$ cat config.mk
export PLATFORM = sky130hd
export DESIGN_NAME = pwc_core
export DESIGN_NICKNAME = d
export VERILOG_FILES = /design/src/inc/pwc_pkg.sv /design/src/verilog/pwc_core.sv
export VERILOG_INCLUDE_DIRS = /design/src /design/src/inc
export SDC_FILE = /design/constraint.sdc
export NUM_CORES = 1
export LEC_CHECK = 0
export ABC_AREA = 1
export BUFFER_PORTS_ARGS = -buffer_cell sky130_fd_sc_hd__buf_2
export CAP_MARGIN = 20
export CELL_PAD_IN_SITES_DETAIL_PLACEMENT = 1
export CELL_PAD_IN_SITES_GLOBAL_PLACEMENT = 1
export CORE_ASPECT_RATIO = 2
export CORE_UTILIZATION = 23
export DETAILED_ROUTE_END_ITERATION = 10
export PLACE_DENSITY = 0.59
export SYNTH_ARGS = -nofsm -noshare
export SYNTH_HDL_FRONTEND = slang
export SYNTH_SLANG_ARGS = --single-unit
$ cat constraint.sdc
create_clock -name core_clk -period 10 [get_ports core_clk]
set_input_delay 0.5 -clock core_clk [delete_from_list [all_inputs] [get_ports core_clk]]
set_output_delay 0.5 -clock core_clk [all_outputs]
set_load 0.05 [all_outputs]
$ cat src/inc/pwc_cfg.svh
// Register offsets, field positions and reset values of the channel timer core.
// Assumes inclusion by bare name from the package and the core module.
`ifndef PWC_CFG_SVH
`define PWC_CFG_SVH

// Number of channels and pairs
`define PWC_NCH 6
`define PWC_NPAIR 3

// Byte offsets of the register map
`define PWC_OFS_ENABLE 8'h00
`define PWC_OFS_POLARITY 8'h04
`define PWC_OFS_ALIGN 8'h08
`define PWC_OFS_PAIRING 8'h0c
`define PWC_OFS_STATUS 8'h0c
`define PWC_OFS_STATE 8'h70
`define PWC_BASE_COUNT 8'h10
`define PWC_BASE_PERIOD 8'h30
`define PWC_BASE_DUTY 8'h50
`define PWC_REGION_SPAN 8'h18

// Pairing field positions
`define PWC_BIT_JOIN01 0
`define PWC_BIT_JOIN23 1
`define PWC_BIT_JOIN45 2

// Reset values
`define PWC_RST_BITS6 6'h00
`define PWC_RST_BITS3 3'h0
`define PWC_RST_BYTE 8'h00

`endif

$ cat src/inc/pwc_pkg.sv
// Types shared by the channel timer core.
// Assumes pwc_cfg.svh is reachable on the include path.
package pwc_pkg;

    `include "pwc_cfg.svh"

    // Outcome of one counting step of a channel or joined pair
    typedef struct packed {
        logic [15:0] cnt;
        logic dn;
        logic rst;
        logic tog;
        logic load;
    } pwc_step_s;

    // Region hit of a bus address: valid flag and channel index
    typedef struct packed {
        logic hit;
        logic [2:0] idx;
    } pwc_slot_s;

endpackage : pwc_pkg

$ cat src/verilog/pwc_core.sv
// Six-channel 8-bit pulse-width channel timer core with optional 16-bit pairing,
// reached over an Avalon-MM slave with waitrequest.
// Assumes chan_tick comes from prescaler logic on core_clk, one pulse per count.
//
// Function
// RULE1 - Counter write clears, counts up, loads buffers
// RULE2 - Enabled counter write restarts period, polarity level
// RULE3 - Enabled counts from last value, disabled holds
// RULE4 - Counter returns zero at effective period end
// RULE5 - Alignment bit picks left or center mode
// RULE6 - Left mode counts up, duty match toggles
// RULE7 - Left period match resets counter, flop, loads
// RULE8 - Left counter runs zero to period minus one
// RULE9 - Center counts up/down, zero forces up
// RULE10 - Center period match turns down, duty toggles
// RULE11 - Center down at zero turns up, loads
// RULE12 - Center effective period is twice period
// RULE13 - Polarity picks duty or period minus duty
// RULE14 - Pair bits join channels, even is high
// RULE15 - Joined clock, pin, polarity from odd channel
// RULE16 - Joined enable from odd; even output off
// RULE17 - Any joined counter byte write clears all
// RULE18 - Joined alignment follows odd channel bit
// RULE19 - Software changes pairing only while disabled
// RULE20 - Duty zero or above period fixes output
// RULE21 - Period zero holds counter, fixes output
// RULE22 - Software selects alignment before enabling
// RULE23 - Software writes counter before enabling
// RULE24 - Period, duty double buffered while enabled
// RULE25 - Reset: count up, disabled, nothing advances
// RULE26 - Joined comparisons use full sixteen bits
`timescale 1ns/1ps

module pwc_core
    import pwc_pkg::*;
(
    // Clock and reset
    input wire logic core_clk,
    input wire logic resetn,
    // Avalon-MM slave
    input wire logic [7:0] avs_address,
    input wire logic avs_read,
    input wire logic avs_write,
    input wire logic [31:0] avs_writedata,
    input wire logic [3:0] avs_byteenable,
    output logic [31:0] avs_readdata,
    output logic avs_waitrequest,
    // Selected prescaled clock ticks, one per channel
    input wire logic [5:0] chan_tick,
    // Channel outputs
    output logic [5:0] pwm_out,
    output logic [5:0] pwm_out_en
);

    `include "pwc_cfg.svh"

    // One counting step of a channel, 16-bit wide so joined pairs share it
    function automatic pwc_step_s pwc_step(
        input logic [15:0] cnt,
        input logic dn,
        input logic [15:0] per,
        input logic [15:0] dty,
        input logic ctr
    );
        pwc_step_s r;
        r.cnt = cnt;
        r.dn = dn;
        r.rst = 1'b0;
        r.tog = 1'b0;
        r.load = 1'b0;
        if (per == 16'h0000)
        begin
            r.cnt = 16'h0000; // [RULE21]
            r.dn = 1'b0;
        end
        else if (!ctr)
        begin
            r.dn = 1'b0; // [RULE6]
            if (cnt >= per - 16'h0001)
            begin
                r.cnt = 16'h0000; // [RULE4] [RULE7] [RULE8]
                r.rst = 1'b1;
                r.load = 1'b1;
            end
            else
            begin
                r.cnt = cnt + 16'h0001;
            end
        end
        else
        begin
            if (!dn)
            begin
                if (cnt >= per)
                begin
                    r.dn = 1'b1; // [RULE10]
                    r.cnt = cnt - 16'h0001;
                end
                else
                begin
                    r.cnt = cnt + 16'h0001;
                end
            end
            else if (cnt != 16'h0000)
            begin
                r.cnt = cnt - 16'h0001;
            end
            if (r.cnt == 16'h0000)
            begin
                // Zero forces up; a downward arrival ends the period
                if (r.dn || dn)
                begin
                    r.rst = 1'b1; // [RULE9] [RULE11] [RULE12] [RULE4]
                    r.load = 1'b1;
                end
                r.dn = 1'b0; // [RULE9]
            end
        end
        r.tog = !r.rst && (r.cnt == dty); // [RULE6] [RULE10] [RULE26]
        return r;
    endfunction : pwc_step

    // Decode an address against a six-word channel region
    function automatic pwc_slot_s pwc_slot(
        input logic [7:0] a,
        input logic [7:0] base
    );
        pwc_slot_s s;
        logic [7:0] o;
        o = a - base;
        s.hit = (a >= base) && (o < `PWC_REGION_SPAN) && (o[1:0] == 2'b00);
        s.idx = o[4:2];
        return s;
    endfunction : pwc_slot

    // Software registers
    logic [5:0] en_q;
    logic [5:0] pol_q;
    logic [5:0] cae_q;
    logic [2:0] pair_q;
    logic [7:0] per_buf_q [6];
    logic [7:0] dty_buf_q [6];

    // Channel state
    logic [7:0] cnt_q [6];
    logic [7:0] cnt_d [6];
    logic [7:0] per_act_q [6];
    logic [7:0] per_act_d [6];
    logic [7:0] dty_act_q [6];
    logic [7:0] dty_act_d [6];
    logic [5:0] dn_q;
    logic [5:0] dn_d;
    logic [5:0] ff_q;
    logic [5:0] ff_d;
    logic [5:0] out_d;
    logic [5:0] oe_d;

    // Bus handshake
    logic ack_q;
    logic wr_go;
    logic [31:0] rdata_d;
    logic [5:0] cnt_wr;
    pwc_slot_s cnt_slot;
    pwc_slot_s per_slot;
    pwc_slot_s dty_slot;

    // One wait state: the request is taken on the edge where ack_q is high
    assign avs_waitrequest = (avs_read || avs_write) && !ack_q;
    assign wr_go = avs_write && ack_q;
    assign cnt_slot = pwc_slot(avs_address, `PWC_BASE_COUNT);
    assign per_slot = pwc_slot(avs_address, `PWC_BASE_PERIOD);
    assign dty_slot = pwc_slot(avs_address, `PWC_BASE_DUTY);

    // Counter write strobes, any byte lane counts as a write
    always_comb
    begin
        cnt_wr = 6'h00;
        if (wr_go && cnt_slot.hit && (avs_byteenable != 4'h0))
        begin
            cnt_wr[cnt_slot.idx] = 1'b1; // [RULE1] [RULE17]
        end
    end

    // Handshake phase flop
    always_ff @(posedge core_clk)
    begin
        if (!resetn)
        begin
            ack_q <= 1'b0;
        end
        else
        begin
            ack_q <= (avs_read || avs_write) && !ack_q;
        end
    end

    // Read data mux, registered one cycle before the answer
    always_comb
    begin
        rdata_d = 32'h0000_0000;
        if (cnt_slot.hit)
        begin
            if (pair_q[cnt_slot.idx[2:1]])
            begin
                // Joined pair reads coherently as one 16-bit value
                rdata_d[15:8] = cnt_q[{cnt_slot.idx[2:1], 1'b0}]; // [RULE17]
                rdata_d[7:0] = cnt_q[{cnt_slot.idx[2:1], 1'b1}];
            end
            else
            begin
                rdata_d[7:0] = cnt_q[cnt_slot.idx];
            end
        end
        else if (per_slot.hit)
        begin
            rdata_d[7:0] = per_buf_q[per_slot.idx];
        end
        else if (dty_slot.hit)
        begin
            rdata_d[7:0] = dty_buf_q[dty_slot.idx];
        end
        else
        begin
            case (avs_address)
                `PWC_OFS_ENABLE: rdata_d[5:0] = en_q;
                `PWC_OFS_POLARITY: rdata_d[5:0] = pol_q;
                `PWC_OFS_ALIGN: rdata_d[5:0] = cae_q;
                `PWC_OFS_PAIRING: rdata_d[2:0] = pair_q;
                `PWC_OFS_STATE: rdata_d[13:0] = {pwm_out, 2'b00, dn_q};
                default: rdata_d = 32'h0000_0000;
            endcase
        end
    end

    // Read data register
    always_ff @(posedge core_clk)
    begin
        if (!resetn)
        begin
            avs_readdata <= 32'h0000_0000;
        end
        else if (avs_read && !ack_q)
        begin
            avs_readdata <= rdata_d;
        end
    end

    // Control registers written over the bus
    always_ff @(posedge core_clk)
    begin
        if (!resetn)
        begin
            en_q <= `PWC_RST_BITS6; // [RULE25]
            pol_q <= `PWC_RST_BITS6;
            cae_q <= `PWC_RST_BITS6;
            pair_q <= `PWC_RST_BITS3;
        end
        else if (wr_go && avs_byteenable[0])
        begin
            case (avs_address)
                `PWC_OFS_ENABLE: en_q <= avs_writedata[5:0];
                `PWC_OFS_POLARITY: pol_q <= avs_writedata[5:0];
                `PWC_OFS_ALIGN: cae_q <= avs_writedata[5:0]; // [RULE5]
                `PWC_OFS_PAIRING: pair_q <= avs_writedata[2:0]; // [RULE14]
                default: pair_q <= pair_q;
            endcase
        end
    end

    // Period and duty buffers
    always_ff @(posedge core_clk)
    begin
        if (!resetn)
        begin
            for (int c = 0; c < `PWC_NCH; c++)
            begin
                per_buf_q[c] <= `PWC_RST_BYTE;
                dty_buf_q[c] <= `PWC_RST_BYTE;
            end
        end
        else if (wr_go && avs_byteenable[0])
        begin
            if (per_slot.hit)
            begin
                per_buf_q[per_slot.idx] <= avs_writedata[7:0];
            end
            if (dty_slot.hit)
            begin
                dty_buf_q[dty_slot.idx] <= avs_writedata[7:0];
            end
        end
    end

    // Next state of every channel; a joined pair is handled by its odd channel
    always_comb
    begin
        logic j;
        logic hi_on;
        logic run;
        logic [15:0] cnt16;
        logic [15:0] per16;
        logic [15:0] dty16;
        logic [15:0] pbuf16;
        logic [15:0] dbuf16;
        logic [15:0] nper;
        logic [15:0] ndty;
        pwc_step_s st;
        j = 1'b0;
        hi_on = 1'b0;
        run = 1'b0;
        cnt16 = 16'h0000;
        per16 = 16'h0000;
        dty16 = 16'h0000;
        pbuf16 = 16'h0000;
        dbuf16 = 16'h0000;
        nper = 16'h0000;
        ndty = 16'h0000;
        st = '0;
        cnt_d = cnt_q;
        per_act_d = per_act_q;
        dty_act_d = dty_act_q;
        dn_d = dn_q;
        ff_d = ff_q;
        out_d = 6'h00;
        oe_d = 6'h00;
        for (int c = 0; c < `PWC_NCH; c++)
        begin
            j = pair_q[c / 2];
            if ((c % 2 == 1) || !j)
            begin
                hi_on = j && (c % 2 == 1);
                // Build 16-bit views; even byte is high when joined
                cnt16 = {hi_on ? cnt_q[c ^ 1] : 8'h00, cnt_q[c]}; // [RULE14] [RULE26]
                per16 = {hi_on ? per_act_q[c ^ 1] : 8'h00, per_act_q[c]};
                dty16 = {hi_on ? dty_act_q[c ^ 1] : 8'h00, dty_act_q[c]};
                pbuf16 = {hi_on ? per_buf_q[c ^ 1] : 8'h00, per_buf_q[c]};
                dbuf16 = {hi_on ? dty_buf_q[c ^ 1] : 8'h00, dty_buf_q[c]};
                run = en_q[c] && chan_tick[c]; // [RULE3] [RULE15] [RULE16]
                st = pwc_step(cnt16, dn_q[c], per16, dty16, cae_q[c]); // [RULE18]
                nper = per16;
                ndty = dty16;
                if (cnt_wr[c] || (hi_on && cnt_wr[c ^ 1]))
                begin
                    cnt16 = 16'h0000; // [RULE1] [RULE2] [RULE17]
                    dn_d[c] = 1'b0;
                    ff_d[c] = 1'b0;
                    nper = pbuf16;
                    ndty = dbuf16;
                end
                else if (run)
                begin
                    cnt16 = st.cnt;
                    dn_d[c] = st.dn;
                    if (st.rst)
                    begin
                        ff_d[c] = 1'b0; // [RULE7] [RULE11]
                    end
                    else if (st.tog)
                    begin
                        ff_d[c] = !ff_q[c]; // [RULE6] [RULE10]
                    end
                    if (st.load)
                    begin
                        nper = pbuf16; // [RULE24]
                        ndty = dbuf16;
                    end
                end
                if (!en_q[c])
                begin
                    // Disabled: buffer writes reach the active values at once
                    nper = pbuf16; // [RULE24]
                    ndty = dbuf16;
                end
                cnt_d[c] = cnt16[7:0];
                per_act_d[c] = nper[7:0];
                dty_act_d[c] = ndty[7:0];
                if (hi_on)
                begin
                    cnt_d[c ^ 1] = cnt16[15:8];
                    per_act_d[c ^ 1] = nper[15:8];
                    dty_act_d[c ^ 1] = ndty[15:8];
                end
                // Output level with boundary cases taking priority
                if (per16 == 16'h0000)
                begin
                    out_d[c] = pol_q[c]; // [RULE21]
                end
                else if (dty16 == 16'h0000)
                begin
                    out_d[c] = !pol_q[c]; // [RULE20]
                end
                else if (dty16 >= per16)
                begin
                    out_d[c] = pol_q[c]; // [RULE20]
                end
                else
                begin
                    out_d[c] = pol_q[c] ^ ff_q[c]; // [RULE13] [RULE15]
                end
                oe_d[c] = en_q[c];
                if (!en_q[c])
                begin
                    out_d[c] = 1'b0;
                end
            end
        end
    end

    // Channel state registers
    always_ff @(posedge core_clk)
    begin
        if (!resetn)
        begin
            for (int c = 0; c < `PWC_NCH; c++)
            begin
                cnt_q[c] <= `PWC_RST_BYTE;
                per_act_q[c] <= `PWC_RST_BYTE;
                dty_act_q[c] <= `PWC_RST_BYTE;
            end
            dn_q <= `PWC_RST_BITS6; // [RULE25]
            ff_q <= `PWC_RST_BITS6;
        end
        else
        begin
            cnt_q <= cnt_d;
            per_act_q <= per_act_d;
            dty_act_q <= dty_act_d;
            dn_q <= dn_d;
            ff_q <= ff_d;
        end
    end

    // Registered pin outputs; even channel of a joined pair stays off
    always_ff @(posedge core_clk)
    begin
        if (!resetn)
        begin
            pwm_out <= `PWC_RST_BITS6;
            pwm_out_en <= `PWC_RST_BITS6;
        end
        else
        begin
            pwm_out <= out_d;
            pwm_out_en <= oe_d; // [RULE16]
        end
    end

endmodule : pwc_core
### Word level (Yosys, flattened, before mapping)

Memory sizes are Yosys's and may differ from the RTL's.
Cells that the tools add are included.
Widths: inputs -> output; s select.

| word-level totals | value |
|---|---|
| bits in writable memories | 96 |
| output and inout port bits | 45 |
| logic and storage cells | 563 |
| flip-flop bits (word level) | 222 |
| memories | 2 |

Memory list:

| memory | words | width | rd ports | clocked after Yosys merged registers in | wr ports | RTL line | text |
|---|---|---|---|---|---|---|---|
| dty_buf_q | 6 | 8 | 7 | 0 | 6 | pwc_core.sv:142 | `logic [7:0] dty_buf_q [6];` |
| per_buf_q | 6 | 8 | 7 | 0 | 6 | pwc_core.sv:141 | `logic [7:0] per_buf_q [6];` |

| cells by class | value |
|---|---|
| equality and inequality tests | 22 |
| $add $sub $neg | 21 |
| bitwise operators | 16 |
| muxes and demuxes | 295 |
| order comparisons | 30 |
| reduce and logical (&&, ||, !) cells | 131 |

Operators with widths:

| kind | count |
|---|---|
| $mux 16 | 68 |
| $mux 8 | 67 |
| $logic_not 16->1 | 12 |
| $mux 17 | 9 |
| $ge 16x16->1 | 9 |
| $mux 1 | 124 |
| $mux 18 | 6 |
| $sub 16x1->16 const B | 6 |
| $bmux 8 s3 | 3 |
| $logic_not 8->1 | 7 |
| $sub 8x1->9 const B | 6 |
| $add 16x1->16 const B | 3 |
| $eq 16x16->1 | 3 |
| $eq 16x8->1 | 3 |
| $ge 8x16->1 | 3 |
| $ge 8x8->1 | 6 |
| $reduce_bool 16->1 | 3 |
| $reduce_and 2->1 | 19 |
| $logic_and 1x1->1 | 28 |
| $add 8x1->9 const B | 3 |
| $mux 9 | 3 |
| $lt 8x5->1 const B | 3 |
| $ne 4x1->1 const B | 6 |
| $reduce_bool 8->1 | 3 |
| other kinds (34) | 112 |

### Logic depth before layout (Yosys ltp)

| depth | value |
|---|---|
| word-level depth | 18 |
| mapped depth | 33 |
| mapped depth without buffers | 31 |

### Worst setup path after synthesis

Ideal clock, no wire load.

| path | value |
|---|---|
| path kind | register -> register |
| start point | register pair_q[2] |
| end point | register ff_q[5] |
| arrival time | 3.663 ns |
| required time | 9.885 ns |
| path buffers | 5 |
| setup slack | 6.222 ns |
| cell stages (with the launch flop) | 25 |
| library setup time | 0.115 ns |
| cell sequence | dfxtp_1 -> buf_4 -> clkbuf_1 -> clkbuf_1 -> buf_1 -> a21oi_1 -> xor2_1 -> ha_1 -> nand2_1 -> inv_1 -> nand3_1 -> inv_1 -> a21oi_1 -> nand3_1 -> a21oi_1 -> buf_2 -> nand3_1 -> nand2_1 -> nand2_1 -> nor2_1 -> nand3_1 -> nor2_1 -> nand3_1 -> nand2_1 -> nor2_1 |

| between the ends | value |
|---|---|
| cells in the longest elaborated chain, start to end | 15 |
| elaborated cells between the ends (all ways) | 37 |

Ends and longest elaborated chain:

| element | RTL line | text |
|---|---|---|
| from (decl) | pwc_core.sv:140 | `logic [2:0] pair_q;` |
| from (signal assigned) | pwc_core.sv:256 | `` pair_q <= `PWC_RST_BITS3; `` |
| from (signal assigned) | pwc_core.sv:264 | `` `PWC_OFS_PAIRING: pair_q <= avs_writedata[2:0]; `` |
| from (signal assigned) | pwc_core.sv:265 | `default: pair_q <= pair_q;` |
| parallel branches: the longest is 15 deep, another holds $sub 16x1->16 | n/a |  |
| to (signal assigned) | pwc_core.sv:421 | `` ff_q <= `PWC_RST_BITS6; `` |
| to (decl) | pwc_core.sv:153 | `logic [5:0] ff_q;` |

Parallel ways; which one is timed is not known. The select of a mux whose other input is x is not followed.
A chain may end at the register's enable or synchronous reset.

### Worst setup path in the final report

| path | value |
|---|---|
| start point | register pair_q[2] |
| end point | register per_act_q[5] in the netlist's numbering |

| between the ends | value |
|---|---|
| cells in the longest elaborated chain, start to end | 13 |
| elaborated cells between the ends (all ways) | 32 |

Ends and longest elaborated chain:

| element | RTL line | text |
|---|---|---|
| parallel branches: the longest is 13 deep, another holds $sub 16x1->16 | n/a |  |
| to (signal, indexed assignment) | pwc_core.sv:417 | `` per_act_q[c] <= `PWC_RST_BYTE; `` |
| to (signal assigned) | pwc_core.sv:426 | `per_act_q <= per_act_d;` |
| to (decl) | pwc_core.sv:147 | `logic [7:0] per_act_q [6];` |

Parallel ways; which one is timed is not known. The select of a mux whose other input is x is not followed.

==> flow_summary.ini <==
[placed_design]
numPortBuffers = 58
pre_cts_ws_ps = 4790
place_congestion = 0.932
dp.cells = 6300
hpwl_mm = 126

[grt]
grt_pass1_vias = 34200
grt_start_max_net_pins = 63
gr-total-overflow = 0
grt_antenna_before_repair = 5
grt_pass1_wl_mm = 224
grtUsageTotal = 0.228

[yosys]
yosys.area_share.simple = 0.330
synthTopCellsByArea = nand2_1 14%, dfxtp_1 14%, edfxtp_1 13%
syn_inst = 4651
synth_ff_type = dfxtp_1
async_flop_share = 0
synth_area_um2 = 30400
ys_ff_latch = 334
synth_warnings = 0
synth_fa_ha_area_frac = 0.0958
synth_top_family_by_area = simple AND/OR/NAND/NOR gates
muxShareOfSynthArea = 0
synth_most_common_cell = nand2_1
yosys-top-cells-count = 1120 x nand2_1, 488 x inv_1, 487 x nor2_1
synth_top_area_cell = nand2_1
synth_compound_area_frac = 0.162
netlist-cell-type-count = 64
avgSynthCellArea_um2 = 6.55
synth_xor_area_frac = 0.0506
synth_edf_count = 128
synth_top_area_frac = 0.138
yosysSeqAreaShare = 0.262

[die]
start_util = 0.232
dieArea_um2 = 134000
core_region_area_um2 = 131000
die_x_um = 259
io_pins = 99
num_rows = 188
die-height_um = 517

[worst_setup_path]
arrival_ps = 5790
path_max_fanout = 35
critPathRequiredTime_ps = 10530
ff2ff_path_depth = 21
worstSetupEndpointType = flip-flop
worstSetupStartpointType = flip-flop
criticalPathCategory = flip-flop to flip-flop
r2r_setup_slack_ps = 4740

[drt]
firstDrtPassIters = 8
drtAntennaViolNets = 0
drc = 0
wl_per_cell_um = 24.2
drt_iter0_drc = 1719
vias = 32800
routed_via_density = 5.15
routed_wirelength_mm = 154

[final_layout]
final_cells = 6378
drive_gt1_frac = 0.0703
area_growth_pct = 10.9
nets = 4923

[cts]
cts_tree = yes
cts_htree_levels = 2
cts_resized = 0
post_cts_buffers = 0
clock-root-buffer = clkbuf_16
cts_buffers = 37
clock-sinks = 334
cts_hold_buf = 0
clk_pin_slew_ps = 70
cts.path.max_buffers = 3
clock_latency_ps = 610

[timing]
slew_headroom = 0.241
fmax_mhz = 190
worst_clock_skew_ps = 24.6
worst_pin_slew_ps = 1130
layout_setup_ws_ps = 4740
timing.hold.ws_ps = 185
timing_hold_violations_final = 0
rsz0062_at_grt = false
finalCritPeriodShare = 0.526
post-route-min-period_ps = 5260
drv_slew = 0
fin_tns_setup_ps = 0
setup_viol = 0

[power_and_ir_drop]
power_frac_seq = 0.417
total_leakage_power_nw = 15.5
p_per_area_nw_per_um2 = 105
switching_share = 0.310
p_sw_mw = 1.10
clockPowerShare = 0.445
irDropWorstVdd_uv = 94.4
p_int_mw = 2.45
p_comb_frac = 0.137

[hold_path]
worst_hold_path_type = input port to flip-flop
hold_path_depth = 3

[run]
drv_cap = 0

[outcome]
status = finished clean
cells in the final DEF (no fill, tap or decap), types with 26 or more instances in the layout:
cell type | Yosys | routed
o211ai_1 | 27 | 27
nor3_1 | 55 | 54
nand3_1 | 438 | 438
o22ai_1 | 46 | 46
o21ai_0 | 244 | 244
a21oi_1 | 322 | 322
inv_1 | 488 | 488
clkbuf_16 | 0 | 37
nor2_1 | 487 | 486
dfxtp_1 | 206 | 203
buf_4 | 23 | 57
ha_1 | 233 | 233
o21ai_1 | 31 | 31
nand2_1 | 1120 | 1120
clkinv_1 | 24 | 26
xor2_1 | 154 | 154
nand4_1 | 99 | 99
buf_2 | 39 | 65
a22oi_1 | 32 | 32
edfxtp_1 | 128 | 128
inv_2 | 32 | 33
stage by stage:
step	utilization	instance area [um^2]	power, mW
3_5_place_dp	0.247	32400	2.00
4_1_cts	0.257	33700	3.58
2_1_floorplan	-	30500	1.82
6_report	0.257	33800	3.55
3_3_place_gp	0.247	32400	1.99
5_1_grt	0.257	33800	3.67
worst max-delay path, stage by stage, from the launching register on:
cell	delay, ps
dfxtp_2	610
buf_4	480
nand2_1	330
ha_1	390
nand4_1	90
inv_1	140
nand3_1	80
nor2_1	120
nand2_1	400
nand2_1	600
nand2_1	110
nand3_1	120
nand2_1	70
nor2_1	130
nand2_1	80
nor2_1	170
nand3_1	150
nand2_4	250
nand2_4	300
nand2_4	280
o21ai_0	110
nor2_1	110
per-layer routing:
layer	GRT usage	wire length [um]	up-vias	part of all wire
met5	0	9	-	0.000058
met1	0.215	52500	16000	0.34
li1	-	-	15500	-
met4	0.189	14700	2	0.095
met3	0.0230	5210	461	0.034
met2	0.436	82000	907	0.53
registers in the layout, summed over array words and instances, names as in the netlist:
register      cells
cnt_q            48
per_buf_q        64
dty_buf_q        64
pol_q             6
ack_q             1
ff_q              6
pwm_out           6
avs_readdata     16
en_q              6
pwm_out_en        6
dn_q              6
cae_q             6
per_act_q        48
pair_q            3
dty_act_q        48
final cells by class:
type,count,area [um^2]
tap,1710,2140
inverter,545,2050
clock inverter,24,315
sequential,334,7970
multi-input combinational,3594,19500
clock buffer,43,988
fill,16600,97500
antenna,4,10.0
timing repair buffer,124,779
kinds of logic (layout without fill, tap and decap cells):
kind of cell,count (synthesis),in the layout
AO/OA/AOI/OAI,851,851
other,1,20
XOR/XNOR,176,176
buffers and inverters,738,736
AND/OR/NAND/NOR,2318,2318
adder cells (fa/ha/maj),233,233
flip-flops,334,334
power groups by stage:
stage          combinational [mW]  sequential, mW  clock (mW)
5_1_grt                     0.539            1.48        1.65
3_3_place_gp                0.474            1.51           0
3_5_place_dp                0.484            1.51           0
4_1_cts                     0.487            1.48        1.61
6_report                    0.488            1.48        1.58
2_1_floorplan               0.323            1.50           0
final timing paths:
path	endpoint	startpoint
setup / recovery	per_act_q[5]$_SDFFE_PN0P_	pair_q[2]$_SDFFE_PN0P_
hold / removal	ack_q$_SDFF_PN0_	avs_read
setup reg to reg	per_act_q[5]$_SDFFE_PN0P_	pair_q[2]$_SDFFE_PN0P_
hold reg to reg	ack_q$_SDFF_PN0_	ack_q$_SDFF_PN0_
(Power assumes the default switching activity.)
